`src/verilog/wdt_pkg.sv`:
```
// Contract
// - self-starts counting in reset mode after release
// - mode register resets to 67H
// - mode register readable always, writable once only
// - second mode write forces an overflow
// - bits 6:5 pick stop, nmi or reset
// - interval field picks main or sub period
// - writing 1FH stops the watchdog
// - byte write of ACH clears the counter
// - any other key value forces an overflow
// - single-bit access to key forces overflow
// - key register always reads 9AH
// - elapsed interval raises reset or nmi request
// - main-clock source halts in idle and stop
// - counts in halt; subclock counts in standby
package wdt_pkg;

    localparam int unsigned ADDR_W = 32;
    localparam int unsigned DATA_W = 8;
    localparam int unsigned CNT_W  = 26;
    localparam int unsigned EXP_W  = 5;

    // ----------------------------------------------------------------
    // register map
    // ----------------------------------------------------------------
    localparam logic [ADDR_W-1:0] OFF_MODE = 32'hFFFFF6D0;
    localparam logic [ADDR_W-1:0] OFF_KEY  = 32'hFFFFF6D4;
    localparam logic [ADDR_W-1:0] OFF_STAT = 32'hFFFFF6D8;
    localparam logic [ADDR_W-1:0] OFF_MASK = 32'hFFFFF6DC;

    localparam logic [DATA_W-1:0] MODE_RST = 8'h67;
    localparam logic [DATA_W-1:0] MODE_OFF = 8'h1F;
    localparam logic [DATA_W-1:0] KEY_RST  = 8'h9A;
    localparam logic [DATA_W-1:0] KEY_VAL  = 8'hAC;
    localparam logic [DATA_W-1:0] RD_NONE  = 8'h00;

    // ----------------------------------------------------------------
    // field positions
    // ----------------------------------------------------------------
    localparam int unsigned ACT_HI  = 6;
    localparam int unsigned ACT_LO  = 5;
    localparam int unsigned SEL_MSB = 4;
    localparam int unsigned SEL_SRC = 3;
    localparam int unsigned ST_NAT  = 0;
    localparam int unsigned ST_FRC  = 1;
    localparam int unsigned ST_W    = 2;

    localparam logic [1:0] ACT_STOP = 2'h0;
    localparam logic [1:0] ACT_NMI  = 2'h1;
    localparam logic [1:0] ST_NONE  = 2'h0;

    // ----------------------------------------------------------------
    // timing
    // ----------------------------------------------------------------
    localparam logic [EXP_W-1:0] MAIN_EXP_DEF = 5'h12;
    localparam logic [EXP_W-1:0] SUB_EXP_DEF  = 5'h09;
    localparam logic [CNT_W-1:0] CNT_ONE      = 26'h0000001;
    localparam logic [CNT_W-1:0] CNT_ZERO     = 26'h0000000;

    // log2 of the overflow period for an interval code
    function automatic logic [EXP_W-1:0] period_exp(
        input logic [EXP_W-1:0] sel,
        input logic [EXP_W-1:0] main_base,
        input logic [EXP_W-1:0] sub_base
    );
        logic [EXP_W-1:0] step;
        step = {2'h0, sel[2:0]};
        return sel[SEL_SRC] ? EXP_W'(sub_base + step) : EXP_W'(main_base + step);
    endfunction

    // counter runs only with a live action and interval code
    function automatic logic mode_runs(input logic [DATA_W-1:0] mode);
        return !mode[SEL_MSB] && (mode[ACT_HI] || mode[ACT_LO]);
    endfunction

endpackage

```
`src/verilog/default_start_watchdog.sv`:
```
`timescale 1ns/1ps
module default_start_watchdog
    import wdt_pkg::*;
#(
    parameter logic [EXP_W-1:0] MAIN_EXP_BASE = MAIN_EXP_DEF,
    parameter logic [EXP_W-1:0] SUB_EXP_BASE  = SUB_EXP_DEF
) (
    input  wire logic              core_clk_i,
    input  wire logic              rst_n_i,
    input  wire logic [ADDR_W-1:0] bus_addr_i,
    input  wire logic [DATA_W-1:0] bus_wdata_i,
    input  wire logic              bus_wr_i,
    input  wire logic              bus_rd_i,
    input  wire logic              bus_byte_i,
    input  wire logic              bus_bitop_i,
    input  wire logic              subclk_tick_i,
    input  wire logic              standby_idle_i,
    input  wire logic              standby_stop_i,
    output logic      [DATA_W-1:0] bus_rdata_o,
    output logic                   watchdog_reset_request_o,
    output logic                   watchdog_nmi_request_o,
    output logic                   irq_o
);

    // ----------------------------------------------------------------
    // state
    // ----------------------------------------------------------------
    typedef struct packed {
        logic [DATA_W-1:0] mode;
        logic              mode_done;
        logic [ST_W-1:0]   status;
        logic [ST_W-1:0]   mask;
        logic [DATA_W-1:0] rdata;
        logic              nmi;
        logic              rst_req;
        logic              irq;
    } wdt_state_t;

    wdt_state_t        s_reg;
    wdt_state_t        s_next;
    logic              rst_n;
    logic              hit_mode;
    logic              hit_key;
    logic              hit_stat;
    logic              hit_mask;
    logic              mode_wr;
    logic              mode_take;
    logic              mode_again;
    logic              key_wr;
    logic              key_ok;
    logic              key_bad;
    logic              forced;
    logic              nat_ovf;
    logic              ovf_evt;
    logic              run;
    logic              held;
    logic              step;
    logic              cnt_clear;
    logic [EXP_W-1:0]  cur_exp;
    logic [CNT_W-1:0]  count;
    logic [1:0]        action;

    wdt_reset_sync wdt_reset_sync_i (
        .core_clk_i   (core_clk_i),
        .rst_n_i      (rst_n_i),
        .rst_sync_n_o (rst_n)
    );

    // ----------------------------------------------------------------
    // address decode
    // ----------------------------------------------------------------
    always_comb begin
        hit_mode = 1'b0;
        hit_key  = 1'b0;
        hit_stat = 1'b0;
        hit_mask = 1'b0;
        if (bus_addr_i == OFF_MODE) begin
            hit_mode = 1'b1;
        end else if (bus_addr_i == OFF_KEY) begin
            hit_key = 1'b1;
        end else if (bus_addr_i == OFF_STAT) begin
            hit_stat = 1'b1;
        end else if (bus_addr_i == OFF_MASK) begin
            hit_mask = 1'b1;
        end
    end

    // ----------------------------------------------------------------
    // access checks
    // ----------------------------------------------------------------
    // only byte-wide, non-bit writes count as a mode write
    assign mode_wr    = bus_wr_i && hit_mode && bus_byte_i && !bus_bitop_i;
    assign mode_take  = mode_wr && !s_reg.mode_done;
    assign mode_again = mode_wr && s_reg.mode_done;
    assign key_wr     = bus_wr_i && hit_key;
    assign key_ok     = key_wr && bus_byte_i && !bus_bitop_i
                        && (bus_wdata_i == KEY_VAL);
    // a wrong key or a bit access both trip the timer
    assign key_bad    = key_wr && !key_ok;
    assign forced     = mode_again || key_bad;

    // ----------------------------------------------------------------
    // count control
    // ----------------------------------------------------------------
    assign cur_exp   = period_exp(s_reg.mode[SEL_MSB:0], MAIN_EXP_BASE,
                                  SUB_EXP_BASE);
    assign run       = mode_runs(s_reg.mode);
    // main-clock counting freezes in idle/stop, halt has no effect
    assign held      = !s_reg.mode[SEL_SRC]
                       && (standby_idle_i || standby_stop_i);
    assign step      = run && !held
                       && (!s_reg.mode[SEL_SRC] || subclk_tick_i);
    // a new interval starts from zero rather than mid-count
    assign cnt_clear = key_ok || mode_take;

    wdt_tick_counter wdt_tick_counter_i (
        .core_clk_i   (core_clk_i),
        .rst_sync_n_i (rst_n),
        .clear_i      (cnt_clear),
        .step_i       (step),
        .exp_i        (cur_exp),
        .count_o      (count),
        .wrap_o       (nat_ovf)
    );

    assign ovf_evt = nat_ovf || forced;
    assign action  = s_reg.mode[ACT_HI:ACT_LO];

    // ----------------------------------------------------------------
    // next state
    // ----------------------------------------------------------------
    always_comb begin
        s_next       = s_reg;
        s_next.rdata = RD_NONE;
        s_next.nmi   = 1'b0;
        if (mode_take) begin
            s_next.mode      = bus_wdata_i;
            s_next.mode_done = 1'b1;
        end
        if (bus_wr_i && hit_mask) begin
            s_next.mask = bus_wdata_i[ST_W-1:0];
        end
        // forced and natural overflow share the selected action
        if (ovf_evt) begin
            if (s_reg.mode[ACT_HI]) begin
                s_next.rst_req = 1'b1;
            end else if (s_reg.mode[ACT_LO]) begin
                s_next.nmi = 1'b1;
            end
        end
        // read clears, a new event in the same cycle still lands
        if (bus_rd_i && hit_stat) begin
            s_next.status = ST_NONE;
        end
        s_next.status[ST_NAT] = s_next.status[ST_NAT] | nat_ovf;
        s_next.status[ST_FRC] = s_next.status[ST_FRC] | forced;
        s_next.irq = |(s_next.status & s_next.mask);
        if (bus_rd_i) begin
            if (hit_mode) begin
                s_next.rdata = s_reg.mode;
            end else if (hit_key) begin
                s_next.rdata = KEY_RST;
            end else if (hit_stat) begin
                s_next.rdata = {6'h00, s_reg.status};
            end else if (hit_mask) begin
                s_next.rdata = {6'h00, s_reg.mask};
            end
        end
    end

    always_ff @(posedge core_clk_i or negedge rst_n) begin
        if (!rst_n) begin
            s_reg           <= '0;
            s_reg.mode      <= MODE_RST;
        end else begin
            s_reg <= s_next;
        end
    end

    assign bus_rdata_o              = s_reg.rdata;
    assign watchdog_reset_request_o = s_reg.rst_req;
    assign watchdog_nmi_request_o   = s_reg.nmi;
    assign irq_o                    = s_reg.irq;

    // ----------------------------------------------------------------
    // checks
    // ----------------------------------------------------------------
    property p_default_mode;
        @(posedge core_clk_i) disable iff (!rst_n)
        !s_reg.mode_done |-> s_reg.mode == MODE_RST;
    endproperty
    a_default_mode: assert property (p_default_mode)
        else $error("mode differs from reset value before first write");

    property p_autorun;
        @(posedge core_clk_i) disable iff (!rst_n)
        !s_reg.mode_done && !standby_idle_i && !standby_stop_i
        |-> step && !s_reg.mode[SEL_SRC];
    endproperty
    a_autorun: assert property (p_autorun)
        else $error("watchdog not counting on main clock after reset");

    property p_mode_lock;
        @(posedge core_clk_i) disable iff (!rst_n)
        s_reg.mode_done |=> $stable(s_reg.mode) && s_reg.mode_done;
    endproperty
    a_mode_lock: assert property (p_mode_lock)
        else $error("mode changed after its single write");

    property p_first_write;
        @(posedge core_clk_i) disable iff (!rst_n)
        mode_wr && !s_reg.mode_done
        |=> s_reg.mode == $past(bus_wdata_i) && count == CNT_ZERO;
    endproperty
    a_first_write: assert property (p_first_write)
        else $error("first mode write not taken");

    property p_second_write;
        @(posedge core_clk_i) disable iff (!rst_n)
        mode_wr && s_reg.mode_done && s_reg.mode[ACT_HI]
        |=> watchdog_reset_request_o;
    endproperty
    a_second_write: assert property (p_second_write)
        else $error("second mode write did not force overflow");

    property p_nmi_pulse;
        @(posedge core_clk_i) disable iff (!rst_n)
        ovf_evt && action == ACT_NMI
        |=> watchdog_nmi_request_o ##1 (!watchdog_nmi_request_o || $past(ovf_evt));
    endproperty
    a_nmi_pulse: assert property (p_nmi_pulse)
        else $error("nmi action did not pulse the nmi request");

    property p_stop_action;
        @(posedge core_clk_i) disable iff (!rst_n)
        action == ACT_STOP |=> !watchdog_nmi_request_o && !$rose(watchdog_reset_request_o);
    endproperty
    a_stop_action: assert property (p_stop_action)
        else $error("stopped watchdog raised a request");

    property p_interval;
        @(posedge core_clk_i) disable iff (!rst_n)
        nat_ovf |-> CNT_W'(count + CNT_ONE) == CNT_W'(CNT_ONE << cur_exp);
    endproperty
    a_interval: assert property (p_interval)
        else $error("overflow at wrong count");

    property p_stop_code;
        @(posedge core_clk_i) disable iff (!rst_n)
        s_reg.mode == MODE_OFF |-> !step && !nat_ovf;
    endproperty
    a_stop_code: assert property (p_stop_code)
        else $error("watchdog counts after 1FH");

    property p_key_clear;
        @(posedge core_clk_i) disable iff (!rst_n)
        key_ok |=> count == CNT_ZERO && !$rose(watchdog_reset_request_o);
    endproperty
    a_key_clear: assert property (p_key_clear)
        else $error("key write did not clear the counter");

    property p_bad_key;
        @(posedge core_clk_i) disable iff (!rst_n)
        key_wr && bus_wdata_i != KEY_VAL && s_reg.mode[ACT_HI]
        |=> watchdog_reset_request_o;
    endproperty
    a_bad_key: assert property (p_bad_key)
        else $error("wrong key did not force overflow");

    property p_bitop;
        @(posedge core_clk_i) disable iff (!rst_n)
        key_wr && bus_bitop_i && action == ACT_NMI
        |=> watchdog_nmi_request_o;
    endproperty
    a_bitop: assert property (p_bitop)
        else $error("bit access to key did not force overflow");

    property p_key_read;
        @(posedge core_clk_i) disable iff (!rst_n)
        bus_rd_i && hit_key |=> bus_rdata_o == KEY_RST;
    endproperty
    a_key_read: assert property (p_key_read)
        else $error("key register read wrong value");

    property p_reset_hold;
        @(posedge core_clk_i) disable iff (!rst_n)
        watchdog_reset_request_o |=> watchdog_reset_request_o [*3];
    endproperty
    a_reset_hold: assert property (p_reset_hold)
        else $error("reset request dropped");

    property p_main_standby;
        @(posedge core_clk_i) disable iff (!rst_n)
        held && !cnt_clear |=> $stable(count);
    endproperty
    a_main_standby: assert property (p_main_standby)
        else $error("main-clock count moved in idle or stop");

    property p_sub_standby;
        @(posedge core_clk_i) disable iff (!rst_n)
        run && s_reg.mode[SEL_SRC] && subclk_tick_i && !cnt_clear && !nat_ovf
        |=> count == CNT_W'($past(count) + CNT_ONE);
    endproperty
    a_sub_standby: assert property (p_sub_standby)
        else $error("subclock count did not advance");

    property p_status_keep;
        @(posedge core_clk_i) disable iff (!rst_n)
        forced |=> s_reg.status[ST_FRC] && irq_o == |(s_reg.status & s_reg.mask);
    endproperty
    a_status_keep: assert property (p_status_keep)
        else $error("forced event lost from status");

    property p_nat_nmi;
        @(posedge core_clk_i) disable iff (!rst_n)
        nat_ovf && action == ACT_NMI |=> watchdog_nmi_request_o;
    endproperty
    a_nat_nmi: assert property (p_nat_nmi)
        else $error("natural overflow gave no nmi request");

    property p_nat_reset;
        @(posedge core_clk_i) disable iff (!rst_n)
        nat_ovf && s_reg.mode[ACT_HI] |=> watchdog_reset_request_o;
    endproperty
    a_nat_reset: assert property (p_nat_reset)
        else $error("natural overflow gave no reset request");

    property p_sel_stop;
        @(posedge core_clk_i) disable iff (!rst_n)
        s_reg.mode[SEL_MSB] |-> !step && !nat_ovf;
    endproperty
    a_sel_stop: assert property (p_sel_stop)
        else $error("interval code with top bit set still counts");

    property p_rdata_idle;
        @(posedge core_clk_i) disable iff (!rst_n)
        !bus_rd_i |=> bus_rdata_o == RD_NONE;
    endproperty
    a_rdata_idle: assert property (p_rdata_idle)
        else $error("read data shown outside its read cycle");

    property p_status_clear;
        @(posedge core_clk_i) disable iff (!rst_n)
        bus_rd_i && hit_stat && !nat_ovf && !forced |=> s_reg.status == ST_NONE;
    endproperty
    a_status_clear: assert property (p_status_clear)
        else $error("status read did not clear the events");

endmodule // default_start_watchdog

```
`src/verilog/wdt_reset_sync.sv`:
```
`timescale 1ns/1ps
module wdt_reset_sync (
    input  wire logic core_clk_i,
    input  wire logic rst_n_i,
    output logic      rst_sync_n_o
);
    logic [1:0] sync_reg;

    // ----------------------------------------------------------------
    // release through two flops, assert at once
    // ----------------------------------------------------------------
    always_ff @(posedge core_clk_i or negedge rst_n_i) begin
        if (!rst_n_i) begin
            sync_reg <= 2'h0;
        end else begin
            sync_reg <= {sync_reg[0], 1'b1};
        end
    end

    assign rst_sync_n_o = sync_reg[1];

endmodule // wdt_reset_sync

```
`src/verilog/wdt_tick_counter.sv`:
```
`timescale 1ns/1ps
module wdt_tick_counter
    import wdt_pkg::*;
(
    input  wire logic             core_clk_i,
    input  wire logic             rst_sync_n_i,
    input  wire logic             clear_i,
    input  wire logic             step_i,
    input  wire logic [EXP_W-1:0] exp_i,
    output logic      [CNT_W-1:0] count_o,
    output logic                  wrap_o
);
    typedef struct packed {
        logic [CNT_W-1:0] count;
    } cnt_state_t;

    cnt_state_t cnt_reg;
    cnt_state_t cnt_next;
    logic [CNT_W-1:0] last_val;

    // ----------------------------------------------------------------
    // counter; a clear beats a step in the same cycle
    // ----------------------------------------------------------------
    always_comb begin
        cnt_next = cnt_reg;
        last_val = CNT_W'((CNT_ONE << exp_i) - CNT_ONE);
        wrap_o   = step_i && !clear_i && (cnt_reg.count == last_val);
        if (clear_i) begin
            cnt_next.count = CNT_ZERO;
        end else if (wrap_o) begin
            cnt_next.count = CNT_ZERO;
        end else if (step_i) begin
            cnt_next.count = CNT_W'(cnt_reg.count + CNT_ONE);
        end
    end

    always_ff @(posedge core_clk_i or negedge rst_sync_n_i) begin
        if (!rst_sync_n_i) begin
            cnt_reg <= '0;
        end else begin
            cnt_reg <= cnt_next;
        end
    end

    assign count_o = cnt_reg.count;

endmodule // wdt_tick_counter
```
`config.mk`:
```
export PLATFORM = sky130hd
export DESIGN_NAME = default_start_watchdog
export DESIGN_NICKNAME = d
export VERILOG_FILES = /design/src/verilog/wdt_pkg.sv /design/src/verilog/default_start_watchdog.sv /design/src/verilog/wdt_reset_sync.sv /design/src/verilog/wdt_tick_counter.sv
export SDC_FILE = /design/constraint.sdc
export NUM_CORES = 1
export LEC_CHECK = 0
export ABC_AREA = 1
export ABC_CLOCK_PERIOD_IN_PS = 4500
export BUFFER_PORTS_ARGS = -buffer_cell sky130_fd_sc_hd__buf_2
export CORE_UTILIZATION = 35
export CTS_CLUSTER_DIAMETER = 100
export DETAILED_ROUTE_END_ITERATION = 8
export SLEW_MARGIN = 25
export SYNTH_ARGS = -nofsm -noshare
export SYNTH_HDL_FRONTEND = slang
export SYNTH_SLANG_ARGS = --single-unit
export TNS_END_PERCENT = 100
```
`constraint.sdc`:
```
create_clock -name core_clk_i -period 4.5 [get_ports core_clk_i]
set_input_delay 0.45 -clock core_clk_i [delete_from_list [all_inputs] [get_ports core_clk_i]]
set_output_delay 0.45 -clock core_clk_i [all_outputs]
set_load 0.02 [all_outputs]
```
### Word level (Yosys, flattened, before mapping)

Cells that the tools add are included.

* register bits after elaboration: 52
* input port bits: 49
* logic and storage cells: 83

* $add $sub $neg: 4
* eq/ne operators: 6
* shifts and indexed selects: 1
* muxes and demuxes: 25
* bitwise gates (word level): 3
* reductions and logical operators: 34

Operators by type and width (number)
* 32-bit == test, second input constant: 4
* 26-bit two-way mux: 3
* 26-bit by 1-bit adder with 26-bit output, second input constant: 1
* 26-bit == test: 1
* 1-bit by 5-bit << shifter with 26-bit output, first input constant: 1
* 26-bit by 1-bit subtractor with 26-bit output, second input constant: 1
* 8-bit two-way mux: 3
* 1-bit logical AND: 18
* 1-bit two-way mux: 13
* 2-bit two-way mux: 5
* 8-bit == test, second input constant: 1
* 1-bit logical NOT: 7
* 1-bit logical OR: 6
* 4-bit by 3-bit adder with 5-bit output, first input constant: 1
* 5-bit by 3-bit adder with 5-bit output, first input constant: 1
* 5-bit two-way mux: 1
* 3-bit nonzero test: 1
* 2-bit AND: 1
* 1-bit OR: 2
* 2-bit AND reduction: 1
* 2-bit OR reduction: 1

### Depth between registers and ports, before layout

* depth after elaboration: 14
* mapped depth: 24
* depth with buffers taken out: 24

### Cells and area by module

From an unflattened synthesis, not the netlist that was laid out.

* cell total of the unflattened synthesis: 763
* area, all modules: 4738.3 µm²

By module, submodules not included
* wdt_tick_counter: instances 1, cells each 524, area an instance 3055.4 µm², seq. area each 650.6 µm²
* default_start_watchdog: instances 1, cells each 236, area an instance 1629.1 µm², seq. area each 606.8 µm²
* wdt_reset_sync: instances 1, cells each 3, area an instance 53.8 µm², seq. area each 50.0 µm²

### Worst setup path after synthesis

No wires, ideal clock.

* kind: register to register
* start point: reg s_reg[17] (netlist bit)
* end point: reg wdt_tick_counter_i.cnt_reg (netlist bit wdt_tick_counter_i.count_o[10])
* library setup time: 0.128 ns
* arrival: 2.948 ns
* path slack: 1.424 ns
* cell stages (with the launch flop): 22
* path buffers: 1
* clock period less this slack: 3.076 ns
* path through: dfstp_2 > ha_1 > ha_1 > inv_1 > nand2_1 > nand2_4 > inv_4 > nor2_2 > nand3_2 > ha_1 > nand2_4 > nor2_4 > or2_1 > nand2_1 > nand2_1 > nand2_1 > nand3_1 > nor2_2 > nand2_4 > buf_6 > nand3b_1 > o21ai_1

* cells in the longest elaborated chain, start to end: 8
* elaborated cells on any way between the ends: 10
* classes of those cells: add/sub (3); eq/ne (1); shift (1); mux (3); reduce/logical (2)

Ends and longest elaborated chain
* start, declared: RTL line default_start_watchdog.sv:39 `wdt_state_t s_reg;`
* start signal, assigned: RTL line default_start_watchdog.sv:176 `s_reg <= s_next;`
* 5-bit by 3-bit adder with 5-bit output / 4-bit by 3-bit adder with 5-bit output (equally long branches): RTL line wdt_pkg.sv:68 `return sel[SEL_SRC] ? EXP_W'(sub_base + step) : EXP_W'(main_base + step);`
* 5-bit two-way mux *: RTL line wdt_pkg.sv:68
* 1-bit by 5-bit << shifter with 26-bit output *: RTL line wdt_tick_counter.sv:26 `last_val = CNT_W'((CNT_ONE << exp_i) - CNT_ONE);`
* 26-bit by 1-bit subtractor with 26-bit output *: RTL line wdt_tick_counter.sv:26
* 26-bit == test *: RTL line wdt_tick_counter.sv:27 `wrap_o = step_i && !clear_i && (cnt_reg.count == last_val);`
* 1-bit logical AND *: RTL line wdt_tick_counter.sv:27
* 26-bit two-way mux: RTL line wdt_tick_counter.sv:30 `end else if (wrap_o) begin`
* 26-bit two-way mux: RTL line wdt_tick_counter.sv:28 `if (clear_i) begin`
* end signal, assigned: RTL line wdt_tick_counter.sv:41 `cnt_reg <= cnt_next;`
* end, declared: RTL line wdt_tick_counter.sv:17 `cnt_state_t cnt_reg;`

Mark *: on every way between the ends. The rest lies on a longest branch, timed or not.
A chain may end at the register's enable or synchronous reset.

### Final worst setup path

* start point: reg s_reg[17] (netlist bit)
* end point: reg wdt_tick_counter_i.cnt_reg (netlist bit wdt_tick_counter_i.count_o[22])

Same word-level chain as after synthesis.

==> key figures <==
Detailed routing
  • First-pass iteration count of the detailed router: 5
  • Total wire length: 12,900 µm
  • Total number of vias: 4,666
  • Antenna Violating Nets Remaining: 0
  • Wirelength per Cell: around 14 µm
  • Vias per cell: around 5.0
  • DRC violation count after routing: 0
  • Iteration-0 DRC count of the detailed router: around 250

Final layout
  • Final design area excluding fillers: 5190 µm²
  • Number of fill cells: 1,452
  • Flip-flop count of the largest register after layout: 26
  • Sequential cell area: 1310 µm²
  • Filler-free cell count of the finished design: 940
  • Nets: 821
  • Antenna diode count: 0
  • Layout cells sized above 1: 0.158
  • Total area of multi-input combinational cells: 2750 µm²
  • Synthesis-to-finish area growth: 12.8%

Critical path
  • Crit-path slowest cell: dfstp_2
  • Launching point of the worst reg2reg path: s_reg[17]
  • Kind of end point of the critical path: register
  • Cell Chain, Critical Path: ha_1, ha_1, inv_1, nand2_1, nand2_4, inv_4, nor2_2, nand3_2, ha_1, nand2_4, inv_2, nand2_2, nand2_1, nand3_1, nand2_1, nor2_1, nand3_1, nor2_2, nand2_4, nand3b_1, o21ai_0
  • Crit path largest cell delay: 0.60 ns
  • Minimum setup slack among reg-to-reg paths: between 0.8 and 0.9 ns
  • Critical path type: reg2reg
  • Startpoint Class: register
  • Worst Path Max Fanout: 26
  • Worst-case reg-to-reg path depth: 21
  • Crit path arrival time: about 3.9 ns
  • Buffers & Inverters on Critical Path: 3
  • Reg2Reg Capture Point: wdt_tick_counter_i.count_o[22]
  • Cell type group with the largest total delay on the critical path: simple AND/OR/NAND/NOR gates
  • Crit path required time: approximately 4.7 ns

Placement
  • Count of input and output buffers: slightly below 60
  • Final weighted congestion in routability-driven placement: 0.903
  • Cells after DPL: 931
  • Post-placement setup slack: approximately 0.84 ns
  • Cell Area, Placed: a little over 5000 µm²
  • Placed wire-length estimate after detailed placement: 10,500 µm

Timing
  • Transition time at the pin with the least slew margin: 0.661 ns
  • Count of final setup violators: 0
  • Worst setup margin: approximately 0.80 ns
  • RSZ-0062 raised after global routing: no
  • Min Tclk post-route: 3.70 ns
  • Final setup skew: 0.00768 ns
  • Endpoints failing hold: 0
  • Pins over their slew limit: 0
  • Max Clock Freq: 0.271 GHz
  • Final total negative setup slack: 0 ns
  • Period utilisation layout: 0.821
  • Slew headroom: 0.559

Clocking
  • Clk sinks: 52
  • Buffers from clock root to sink, at most: 2
  • Clock buffer count from CTS: 5
  • Clock tree from TritonCTS: yes
  • Clock root buffer: clkbuf_16
  • # resized after CTS: 0
  • Reg clk slew, reported paths: around 0.08 ns
  • Source-to-sink clock delay at the later pin of the worst-skew pair: around 0.31 ns
  • Max H-tree Level: 2

Floorplan
  • Area enclosed by the die boundary: roughly 14,000 µm²
  • Die Height: 117 µm
  • Width of the die: approximately 120 µm
  • Std cell rows: 41
  • Initial standard-cell utilization of the core: 0.362
  • Core Footprint: 12,700 µm²
  • I/O pins: 60

Global routing
  • Maximum number of pins on one net before global-route repair: 27
  • First-pass GRT wire length: about 21,000 µm
  • Number of antenna violations at the first check in global routing: 0
  • Vias in the first global route: 4,510
  • GR Layer Usage met1: 0.259
  • GR Util met2: 0.351
  • Sum of overflow across all layers after global routing: 0
  • Total routing usage reported by global routing: 0.205
  • Routing layer with the top usage in global route: met2
  • Met3 global-route usage: 0.0358

Power
  • Highest ir drop seen on vdd: around 0.15 mV
  • Net switching share of the total power: 0.254
  • Clock power share: 0.434
  • Cell leakage power: 2.76 nW
  • Gate power share: 0.070
  • Total internal power: a little over 700 µW
  • Total power of the final layout: 952 µW
  • Power Density: 183 nW/µm²
  • Sequential cell fraction of total power: 0.496
  • Net load switching power: 242 µW

Worst hold path
  • Kind of path behind the tightest hold check: reg2async

Synth
  • Synth unique cells: 44
  • Most used standard cells in the synthesized netlist: 197 x nand2_1, 99 x inv_1, 72 x nor2_1
  • Count of yosys warnings during synthesis: 0
  • Post-synth EDFFs: 0
  • Sequential share of the synthesized area: 0.284
  • Post-synthesis cell area: 4600 µm²
  • Most frequently used cell type in the post-synthesis netlist: nand2_1
  • Post-synthesis cell count: 712
  • Fraction of registers with async set or reset after synthesis: 1.00
  • Cell types with the largest area share after synthesis: dfrtp_1 26%, nand2_1 16%, inv_1 8.1%, nand3_1 6.2%, nor2_1 5.9%
  • Top-area cell type share of the netlist area: 0.256
  • Predominant post-synthesis flop cell: dfrtp_1
  • Number of register bits inferred by synthesis: 52
  • Cell accounting for the most synthesized area: dfrtp_1
  • Average footprint of a synthesized cell: approximately 6.5 µm²

Flow run
  • Max-cap check violation count: 0

Run status
  • Run status: complete, no violations
## layer usage
layer | share of wire | routed length [µm]
met1 | 0.47 | 5980
met3 | 0.050 | 645
met5 | 0 | 0
met4 | 0.022 | 288
met2 | 0.46 | 5940
## what timing repair did
item                                   in CTS  in global routing
buffers inserted                            0                  0
hold buffers                                1                  0
endpoints found under the hold margin       2                  0
## worst register-to-register path: cells and delay by family, from the launching register on
| family | cells | cell delay [ns] |
|---|---|---|
| compound gates | 1 | 0.09 |
| flops | 1 | 0.60 |
| simple gates | 14 | 1.95 |
| fa+ha+maj | 3 | 0.72 |
| buf+inv | 3 | 0.19 |
## power groups by stage
| stage | clock, mW | combinational (mW) | sequential, mW |
|---|---|---|---|
| 2_1_floorplan | 0 | 0.0281 | 0.484 |
| 3_3_place_gp | 0 | 0.0660 | 0.482 |
| 3_5_place_dp | 0 | 0.0663 | 0.482 |
| 4_1_cts | 0.427 | 0.0671 | 0.473 |
| 5_1_grt | 0.446 | 0.0765 | 0.473 |
| 6_report | 0.413 | 0.0667 | 0.472 |
## layout by cell type, fill, tap and decap left out, drive strengths merged, types with 2 or more instances in the layout
cell,synthesis,final
or2,2,2
xor2,26,26
dfrtp,47,47
conb,1,2
nand4,33,33
nor3,13,13
dfstp,5,5
nand3b,13,13
mux2i,3,3
nand3,61,61
a31oi,2,2
ha,5,5
a21oi,17,17
o21ai,32,32
inv,107,110
clkbuf,4,5
and2,2,2
nor4,14,14
nand2,208,208
nor2,83,83
o22ai,2,2
buf,15,65
o211ai,8,8
o21bai,3,3
## cells by family (layout without fill, tap and decap cells)
kind of cell,after synthesis,after routing,share of synthesized area
AND/OR/NAND/NOR,432,432,0.438
buffers and inverters,127,182,0.118
XOR/XNOR,26,26,0.0495
AO/OA/AOI/OAI,66,66,0.0892
flip-flops,52,52,0.284
adder cells (fa/ha/maj),5,5,0.0136
other,1,2,0.000815
multiplexers,3,3,0.00653
## how the worst max path moves through the flow
stage              start                             end  slack (ns)  depth (start not counted)
2_1_floorplan  s_reg[17]  wdt_tick_counter_i.count_o[10]        1.42                         21
6_report       s_reg[17]  wdt_tick_counter_i.count_o[22]        0.80                         21
5_1_grt        s_reg[17]   wdt_tick_counter_i.count_o[5]        0.54                         21
4_1_cts        s_reg[17]  wdt_tick_counter_i.count_o[22]        0.82                         21
3_3_place_gp   s_reg[17]   wdt_tick_counter_i.count_o[3]        0.89                         21
3_5_place_dp   s_reg[17]   wdt_tick_counter_i.count_o[3]        0.84                         21
## through the flow
step                utilization  hold slack [ns]
finish                    0.408            0.258
detailed placement        0.395            0.243
CTS                       0.408            0.283
global route              0.408            0.308
global placement          0.395            0.242
floorplan                     -            0.154
## final cells by class
cell class | instances | share of cell area
multi-input cells | 534 | 0.530
flip-flops and latches | 52 | 0.252
inverters | 108 | 0.0790
repair buffers | 66 | 0.0675
well taps | 172 | 0.0414
clock buffers | 5 | 0.0241
clock inverters | 3 | 0.00554
Power figures use the tool's default switching activity.
